### config.mk
export PLATFORM = sky130hd
export DESIGN_NAME = hpsd_top
export DESIGN_NICKNAME = d
export VERILOG_FILES = /design/src/verilog/hpsd_pkg.sv /design/src/verilog/hpsd_top.sv
export SDC_FILE = /design/constraint.sdc
export NUM_CORES = 1
export LEC_CHECK = 0
export BUFFER_PORTS_ARGS = -buffer_cell sky130_fd_sc_hd__buf_2
export CAP_MARGIN = 20
export CORE_ASPECT_RATIO = 1.75
export CORE_UTILIZATION = 46
export DETAILED_ROUTE_END_ITERATION = 10
export PLACE_DENSITY = 0.79
export REMOVE_ABC_BUFFERS = 1
export SLEW_MARGIN = 25
export SYNTH_ARGS = -nofsm -noshare
export SYNTH_HDL_FRONTEND = slang
export SYNTH_SLANG_ARGS = --single-unit
export TNS_END_PERCENT = 1
### constraint.sdc
create_clock -name clk_i -period 1.6 [get_ports clk_i]
set_clock_uncertainty 0.15 [all_clocks]
set_input_delay 0.16 -clock clk_i [delete_from_list [all_inputs] [get_ports clk_i]]
set_output_delay 0.16 -clock clk_i [all_outputs]
set_load 0.01 [all_outputs]
### src/verilog/hpsd_pkg.sv
// Constants and carrier types for the host port and strap decoder
package hpsd_pkg;

    // ------------------------------------------------------------------
    // Widths and encodings
    // ------------------------------------------------------------------
    localparam int DATA_W   = 8;
    localparam int ADDR_W   = 8;
    localparam int CHAN_N   = 8;
    localparam int EQC_W    = 5;
    localparam int LOOP_W   = 2;
    localparam int HALF_N   = 4;

    localparam logic [1:0] PTYPE_SEP_STROBE = 2'h0;
    localparam logic [1:0] PTYPE_DIR_STROBE = 2'h1;
    localparam logic [1:0] PTYPE_SYNC_A     = 2'h2;
    localparam logic [1:0] PTYPE_SYNC_B     = 2'h3;

    localparam logic [1:0] LOOP_NONE    = 2'h0;
    localparam logic [1:0] LOOP_ANALOG  = 2'h1;
    localparam logic [1:0] LOOP_REMOTE  = 2'h2;
    localparam logic [1:0] LOOP_DIGITAL = 2'h3;

    // ------------------------------------------------------------------
    // Reset values
    // ------------------------------------------------------------------
    localparam logic [ADDR_W-1:0] ADDR_RST = 8'h00;
    localparam logic [DATA_W-1:0] DATA_RST = 8'h00;
    localparam logic [EQC_W-1:0]  EQC_RST  = 5'h00;

    // ------------------------------------------------------------------
    // Carriers
    // ------------------------------------------------------------------
    typedef struct packed {
        logic              write_n;
        logic              read_or_data_strobe_n;
        logic              addr_strobe;
        logic              chip_select_n;
        logic [ADDR_W-1:0] addr;
        logic [DATA_W-1:0] data;
    } hpsd_pins_type;

    typedef struct packed {
        logic              rd;
        logic              wr;
        logic [ADDR_W-1:0] addr;
        logic [DATA_W-1:0] wdata;
    } hpsd_req_type;

    typedef logic [CHAN_N-1:0][LOOP_W-1:0] hpsd_loop_type;

endpackage

### src/verilog/hpsd_top.sv
// Host port and hardware-mode strap decoder
`timescale 1ns/100ps
module hpsd_top
    import hpsd_pkg::*;
(
    // Clock and reset
    input  wire logic                      clk_i,
    input  wire logic                      rst_i,
    // Mode and configuration pins
    input  wire logic                      operating_mode_select_i,
    input  wire logic                      serial_parallel_select_i,
    input  wire logic [1:0]                processor_type_select_i,
    // Bus pins
    input  wire hpsd_pkg::hpsd_pins_type   pins_i,
    input  wire logic                      ready_pin_i,
    output logic                           ready_pin_o,
    output logic                           ready_pin_oe_o,
    output logic [hpsd_pkg::DATA_W-1:0]    data_o,
    output logic                           data_oe_o,
    // Register side
    output hpsd_pkg::hpsd_req_type         req_o,
    input  wire logic [hpsd_pkg::DATA_W-1:0] rdata_i,
    input  wire logic                      serial_rdata_i,
    // Strap outputs
    output logic                           host_mode_o,
    output hpsd_pkg::hpsd_loop_type        loopback_o,
    output logic [hpsd_pkg::EQC_W-1:0]     line_equalizer_code_o
);
    import hpsd_pkg::*;

    // ------------------------------------------------------------------
    // Decode functions
    // ------------------------------------------------------------------
    // Level of one direction's strobe under the chosen processor type
    function automatic logic strobe_level(
        input logic [1:0] ptype,
        input logic       write_n,
        input logic       ds_n,
        input logic       want_write
    );
        logic dir_ok;
        logic level;
        dir_ok = want_write ? ~write_n : write_n;
        if (ptype == PTYPE_SEP_STROBE) begin
            level = want_write ? ~write_n : ~ds_n;
        end else begin
            // Direction-strobe and sync types share the direction plus strobe decode
            level = ~ds_n & dir_ok;
        end
        return level;
    endfunction

    // One loopback pair taken from an eight-bit strap bus
    function automatic logic [LOOP_W-1:0] lane(
        input logic [DATA_W-1:0] bus,
        input int                pair
    );
        return bus[LOOP_W*pair +: LOOP_W];
    endfunction

    // ------------------------------------------------------------------
    // Mode and strobe decode
    // ------------------------------------------------------------------
    // low selects host
    wire              host_w     = ~operating_mode_select_i;
    wire              sel_w      = host_w & ~pins_i.chip_select_n;
    wire              rd_lvl_w   = strobe_level(processor_type_select_i, pins_i.write_n,
                                                pins_i.read_or_data_strobe_n, 1'b0);
    wire              wr_lvl_w   = strobe_level(processor_type_select_i, pins_i.write_n,
                                                pins_i.read_or_data_strobe_n, 1'b1);
    wire              rd_w       = sel_w & rd_lvl_w;
    wire              wr_w       = sel_w & wr_lvl_w;
    wire              acc_w      = rd_w | wr_w;
    wire              strap_en_w = ~host_w;

    // ------------------------------------------------------------------
    // State
    // ------------------------------------------------------------------
    logic [ADDR_W-1:0] addr_q;
    logic              busy_q;
    logic              rdy_q;
    logic              rd_q;
    logic              wr_q;
    logic [DATA_W-1:0] wdata_q;
    logic [DATA_W-1:0] dout_q;
    logic              doe_q;
    logic              host_q;
    logic              rpin_q;
    logic              rpin_oe_q;
    hpsd_loop_type     loop_q;
    logic [EQC_W-1:0]  eqc_q;

    // ------------------------------------------------------------------
    // Next values
    // ------------------------------------------------------------------
    // Busy holds until strobe drops so one access gives one request
    wire               start_w   = acc_w & ~busy_q;
    wire  [ADDR_W-1:0] addr_d    = (host_w & pins_i.addr_strobe) ? pins_i.addr : addr_q;
    wire               rd_d      = start_w & rd_w;
    wire               wr_d      = start_w & wr_w;
    wire  [DATA_W-1:0] wdata_d   = start_w ? pins_i.data : wdata_q;
    wire               busy_d    = acc_w;
    wire               rdy_d     = busy_q & acc_w;
    wire               doe_d     = rd_w;
    wire  [DATA_W-1:0] dout_d    = rd_q ? rdata_i : dout_q;
    wire               rpin_d    = serial_parallel_select_i ? serial_rdata_i : rdy_q;
    wire               rpin_oe_d = host_w & (serial_parallel_select_i | sel_w);

    // strap lanes, addr pairs in order to channels 0-3, top data pair to lowest channel of upper half
    hpsd_loop_type loop_dec_w;
    always_comb begin
        loop_dec_w = '0;
        for (int c = 0; c < HALF_N; c++) begin
            loop_dec_w[c]          = lane(pins_i.addr, c);
            loop_dec_w[c + HALF_N] = lane(pins_i.data, HALF_N - 1 - c);
        end
    end

    wire  [EQC_W-1:0] eqc_pins_w = {ready_pin_i, pins_i.chip_select_n, pins_i.addr_strobe,
                                    pins_i.read_or_data_strobe_n, pins_i.write_n};

    wire  hpsd_loop_type    loop_d = strap_en_w ? loop_dec_w : loop_q;
    wire  [EQC_W-1:0]       eqc_d  = strap_en_w ? eqc_pins_w : eqc_q;

    // ------------------------------------------------------------------
    // Host port registers
    // ------------------------------------------------------------------
    // one clock; processor clock taken as clk_i
    always_ff @(posedge clk_i) begin
        if (rst_i) begin
            addr_q <= ADDR_RST;
        end else begin
            addr_q <= addr_d;
        end
    end

    always_ff @(posedge clk_i) begin
        if (rst_i) begin
            rd_q <= 1'b0;
            wr_q <= 1'b0;
        end else begin
            rd_q <= rd_d;
            wr_q <= wr_d;
        end
    end

    always_ff @(posedge clk_i) begin
        if (rst_i) begin
            wdata_q <= DATA_RST;
        end else begin
            wdata_q <= wdata_d;
        end
    end

    always_ff @(posedge clk_i) begin
        if (rst_i) begin
            busy_q <= 1'b0;
            rdy_q  <= 1'b0;
        end else begin
            busy_q <= busy_d;
            rdy_q  <= rdy_d;
        end
    end

    always_ff @(posedge clk_i) begin
        if (rst_i) begin
            doe_q  <= 1'b0;
            dout_q <= DATA_RST;
        end else begin
            doe_q  <= doe_d;
            dout_q <= dout_d;
        end
    end

    // ------------------------------------------------------------------
    // Mode and ready pin registers
    // ------------------------------------------------------------------
    always_ff @(posedge clk_i) begin
        if (rst_i) begin
            host_q <= 1'b0;
        end else begin
            host_q <= host_w;
        end
    end

    always_ff @(posedge clk_i) begin
        if (rst_i) begin
            rpin_q    <= 1'b0;
            rpin_oe_q <= 1'b0;
        end else begin
            rpin_q    <= rpin_d;
            rpin_oe_q <= rpin_oe_d;
        end
    end

    // ------------------------------------------------------------------
    // Strap registers
    // ------------------------------------------------------------------
    // Straps keep their last value in host mode
    always_ff @(posedge clk_i) begin
        if (rst_i) begin
            loop_q <= '0;
        end else begin
            loop_q <= loop_d;
        end
    end

    always_ff @(posedge clk_i) begin
        if (rst_i) begin
            eqc_q <= EQC_RST;
        end else begin
            eqc_q <= eqc_d;
        end
    end

    // ------------------------------------------------------------------
    // Outputs
    // ------------------------------------------------------------------
    assign ready_pin_o           = rpin_q;
    assign ready_pin_oe_o        = rpin_oe_q;
    assign data_o                = dout_q;
    assign data_oe_o             = doe_q;
    assign req_o                 = '{rd: rd_q, wr: wr_q, addr: addr_q, wdata: wdata_q};
    assign host_mode_o           = host_q;
    assign loopback_o            = loop_q;
    assign line_equalizer_code_o = eqc_q;

endmodule // hpsd_top

# --- Yosys cells after proc, flatten, opt, wreduce, memory -nomap -nowiden ---
# Cells that the tools add are included.
# W data, S select, Z words.
word_totals:
  n_memories: 0
  romBits: 0
  word_cells: 42
  latchBits: 0
  output_inout_bits: 51
  register_bits: 53
  ramBits: 0
op_classes:
  shifts: 0
  add_sub_neg: 0
  n_lt_le_gt_ge: 0
  div: 0
  bitwise: 18
  multipliers: 0
  muxes: 3
  n_reduce_logical: 1
  n_eq_ne: 0
op_table:
  columns: ["operator", "n"]
  rows:
  - ["$and A1 B1 Y1", 11]
  - ["$not A1 Y1", 5]
  - ["$mux W1", 3]
  - ["$logic_not A2 Y1", 1]
  - ["$or A1 B1 Y1", 2]

# --- Longest topological paths before layout ---
depth:
  depth_word: 7
  mapped_depth: 5
  mapped_depth_nobuf: 3

# --- Least setup slack after synthesis ---
# Ideal clock, no wire load.
synth_path:
  path_type: "in2reg"
  from: "input pins_i[19] in the netlist's numbering"
  to: "register wdata_q[0]"
  t_arrival_ns: 1.147
  n_path_buf: 0
  path_slack_ns: 0.231
  required_ns: 1.378
  setup_time_ns: 0.072
  path_stages: 3
  path_cell_list: "o31a_1 > nor4_4 > mux2i_1"
synth_via:
  elab_chain_len: 6
  word_cells_on_any_way: 9
synth_lines:
  columns: ["element", "line_no", "rtl"]
  rows:
  - ["start, declared", "hpsd_top.sv:14", "input wire hpsd_pkg::hpsd_pins_type pins_i,"]
  - ["$not A1 Y1", "hpsd_top.sv:43, hpsd_top.sv:45", null]
  - ["$and A1 B1 Y1", "hpsd_top.sv:48", "level = ~ds_n & dir_ok;"]
  - ["$mux W1", "hpsd_top.sv:44", "if (ptype == PTYPE_SEP_STROBE) begin"]
  - ["$and A1 B1 Y1", "hpsd_top.sv:72", "wire wr_w = sel_w & wr_lvl_w;"]
  - ["$or A1 B1 Y1 (*)", "hpsd_top.sv:73", "wire acc_w = rd_w | wr_w;"]
  - ["$and A1 B1 Y1 (*)", "hpsd_top.sv:97", "wire start_w = acc_w & ~busy_q;"]
  - ["end signal, assigned", "hpsd_top.sv:151", "wdata_q <= wdata_d;"]
  - ["end, declared", "hpsd_top.sv:84", "logic [DATA_W-1:0] wdata_q;"]
# Every way passes the cells marked *; elsewhere a longest branch is shown, timed or not.
# A chain may end at the register's enable or synchronous reset.

# --- Final worst setup path ---
layout_path:
  from: "input serial_parallel_select_i"
  to: "register rpin_q, in the netlist ready_pin_o"
layout_via:
  elab_chain_len: 1
layout_lines:
  columns: ["element", "line_no", "rtl"]
  rows:
  - ["start, declared", "hpsd_top.sv:11", "input wire logic serial_parallel_select_i,"]
  - ["$mux W1", "hpsd_top.sv:106", "wire rpin_d = serial_parallel_select_i ? serial_rdata_i : rdy_q;"]
  - ["end signal, assigned", "hpsd_top.sv:191", "rpin_q <= rpin_d;"]
  - ["end, declared", "hpsd_top.sv:88", "logic rpin_q;"]
# No other way between the ends.

==> impl_metrics.py <==
metrics = {
    "run_status": {
        "status": "finished, final reports clean",
    },
    "critical_path": {
        "rrSetupSlack_ns": 0.32,
        "r2r_start": "rdy_q",
        "path_class": "primary input to flop",
        "cp-start-kind": "primary input",
        "rr_worst_depth": 3,
        "crit_path_start": "serial_parallel_select_i",
        "worstPathMaxFanout": 2,
        "cp_slowest_stage_delay_ns": 0.56,
        "path_cells": "dlygate4sd3_1, buf_2, mux2i_1, dlygate4sd3_1, nor2_1",
        "critical-path-slowest-cell": "dlygate4sd3_1",
        "worst_path_most_repeated_cell": "dlygate4sd3_1",
        "reg2reg_to": "ready_pin_o",
        "cp_num_buf_inv": 3,
        "endpoint_kind": "flop",
        "arrival_ns": 1.57,
        "crit_required_ns": 1.65,
        "path_delay_family": "buffers and inverters",
    },
    "clocking": {
        "cts_tree": "yes",
        "cts.sinks": 53,
        "clockRootBuffer": "clkbuf_8",
        "clock_latency_ns": 0.30,
        "cts_max_path_buffers": 2,
        "clk_pin_slew_ns": 0.09,
        "h-tree-depth": 2,
        "cts-resized-gates": 0,
        "cts-buffers-inserted": 5,
        "post_cts_buffers": 0,
    },
    "die": {
        "die_h_um": 87.5,
        "core_area_um2": 3940,
        "row_count": 30,
        "dieArea_um2": 4450,
        "ios": 87,
        "die_w_um": 50.9,
        "initial_core_util": 0.488,
    },
    "synthesis": {
        "synth_edf_count": 0,
        "netlist_top_cells_count": "53 x dfxtp_1, 38 x mux2i_1, 34 x nor2_1",
        "ys.flop_type": "dfxtp_1",
        "synth-seq-cells": 53,
        "synthCells": 191,
        "synth_area_um2": 1920,
        "async_flop_share": 0,
        "syn_area_per_cell_um2": 10.1,
        "synth_top_area_frac": 0.552,
        "synthTopCellsByArea": "dfxtp_1 55%, mux2i_1 20%, nor2_1 6.6%",
        "synth-seq-area-share": 0.552,
        "yosysTopAreaCell": "dfxtp_1",
        "synth_warnings": 0,
        "synth_most_common_cell": "dfxtp_1",
        "synth_cell_types": 21,
    },
    "place": {
        "hpwl_um": 3010,
        "placedCellCount": 316,
        "portBuffers": 86,
        "placed_cell_area_um2": 2390,
        "place.gp.congestion": 0.746,
    },
    "routing": {
        "routed_via_density": 4.76,
        "finalWirelength_um": 4400,
        "drc": 0,
        "postRouteAntennaNets": 0,
        "firstDrtPassIters": 4,
        "vias": 1694,
        "drt_iter0_drc": 13,
        "wire_per_inst_um": 12.4,
    },
    "timing": {
        "fmax_mhz": 654,
        "tns_ns": 0,
        "fin_crit_sh": 0.955,
        "rsz0062_at_grt": "false",
        "hold_viol_final": 0,
        "max-slew-margin-rel": 0.651,
        "tightest_slew_ns": 0.522,
        "period_minus_slack_ns": 1.53,
        "drv_slew": 0,
        "finalSetupViolCount": 0,
    },
    "grt": {
        "first_global_vias": 1682,
        "met3_usage": 0.0417,
        "grtUsageMet1": 0.191,
        "grt_use_met2": 0.425,
        "grtUsageTotal": 0.207,
        "grt_pass1_wl_um": 6960,
        "grt_busiest_layer": "met2",
        "grt-ovfl-total": 0,
        "antenna_found_initial": 0,
        "grt_max_degree": 39,
    },
    "final_layout": {
        "fin_nets": 343,
        "seqCellArea_um2": 1060,
        "area_growth_syn_to_layout_pct": 46.8,
        "post_route_cells_drive_above_1_share": 0.325,
        "fin_cells": 356,
        "diodes": 0,
        "final_area_um2": 2820,
        "multi_input_area_um2": 796,
        "fillers": 330,
    },
    "flow_run": {
        "maxCapViolCount": 0,
    },
    "power_and_ir_drop": {
        "powerDensity_nw_per_um2": 941,
        "ir_worst_vdd_mv": 1.14,
        "fin_total_pwr_mw": 2.66,
        "leakage_nw": 1.36,
    },
    "worst_hold_path": {
        "hold_end": "line_equalizer_code_o[3]",
        "holdPathStages": 3,
        "hold_path.class": "primary input to flop",
        "min-delay-start": "pins_i[16]",
    },
}
==> cell usage in the layout, fill, tap and decap left out, types with 5 or more instances in the layout <==
| cell | netlist | routed |
|---|---|---|
| dfxtp_1 | 53 | 53 |
| buf_4 | 2 | 5 |
| nand2_1 | 16 | 16 |
| a21oi_1 | 8 | 8 |
| dlygate4sd3_1 | 0 | 32 |
| nand2b_1 | 17 | 17 |
| mux2i_1 | 38 | 38 |
| clkbuf_8 | 0 | 5 |
| buf_2 | 2 | 86 |
| nor2_1 | 34 | 34 |
==> metal layers <==
layer,up-vias,wire length (um)
li1,856,-
met1,785,1650
met2,48,2520
met3,5,166
met4,0,59
met5,-,0
==> state kept, by name, summed over array words and instances, names as in the netlist <==
signal / cells
host_mode_o: 1
wr_q: 1
addr_q: 8
ready_pin_o: 1
busy_q: 1
wdata_q: 8
ready_pin_oe_o: 1
line_equalizer_code_o: 5
loopback_o: 16
rd_q: 1
rdy_q: 1
data_o: 8
data_oe_o: 1
==> worst reg2reg max path: cells and delay by family, from the launching register on <==
family | cells | cell delay [ns]
simple gates | 1 | 0.04
flops | 1 | 0.31
mux | 1 | 0.11
buf+inv | 1 | 0.57
==> cells by family after synthesis <==
family / Yosys count / synth area share
simple gates: 74 / 0.184
mux: 38 / 0.198
compound gates: 11 / 0.0319
buf+inv: 15 / 0.0345
flops: 53 / 0.552
==> timing repair <==
action                                 CTS  global route
setup endpoints to repair                0             0
hold buffers                            32             0
endpoints found under the hold margin   49             0
==> metrics by stage <==
| step | utilization | hold WS [ns] | setup WS (ns) |
|---|---|---|---|
| 3_3_place_gp | 0.606 | 0.226 | 0.235 |
| 2_1_floorplan | - | 0.0791 | 0.231 |
| 5_1_grt | 0.717 | 0.0396 | 0.00467 |
| 4_1_cts | 0.717 | 0.0378 | 0.0825 |
| 3_5_place_dp | 0.606 | 0.241 | 0.197 |
| 6_report | 0.717 | 0.0453 | 0.0717 |
==> power breakdown <==
part / internal, mW / switching, mW
Clock: 0.468 / 0.430
Sequential: 1.38 / 0.0302
Combinational: 0.189 / 0.164
Total: 2.03 / 0.624
==> cell type report <==
type | count | area share
Timing Repair Buffer | 123 | 0.279
Inverter | 1 | 0.00133
Sequential cell | 53 | 0.376
Clock buffer | 5 | 0.0244
Multi-Input combinational cell | 123 | 0.282
Tap cell | 48 | 0.0213
Clock inverter | 3 | 0.0164
==> worst max-delay path by stage <==
stage             endpoint  slack (ns)  cells past startpoint
2_1_floorplan   wdata_q[0]        0.23                      3
3_3_place_gp    wdata_q[5]        0.24                      5
3_5_place_dp    wdata_q[0]        0.20                      5
4_1_cts        ready_pin_o        0.08                      5
5_1_grt          addr_q[7]       0.005                      5
6_report       ready_pin_o        0.07                      5
Note: power is estimated with default switching activity, not from simulation.
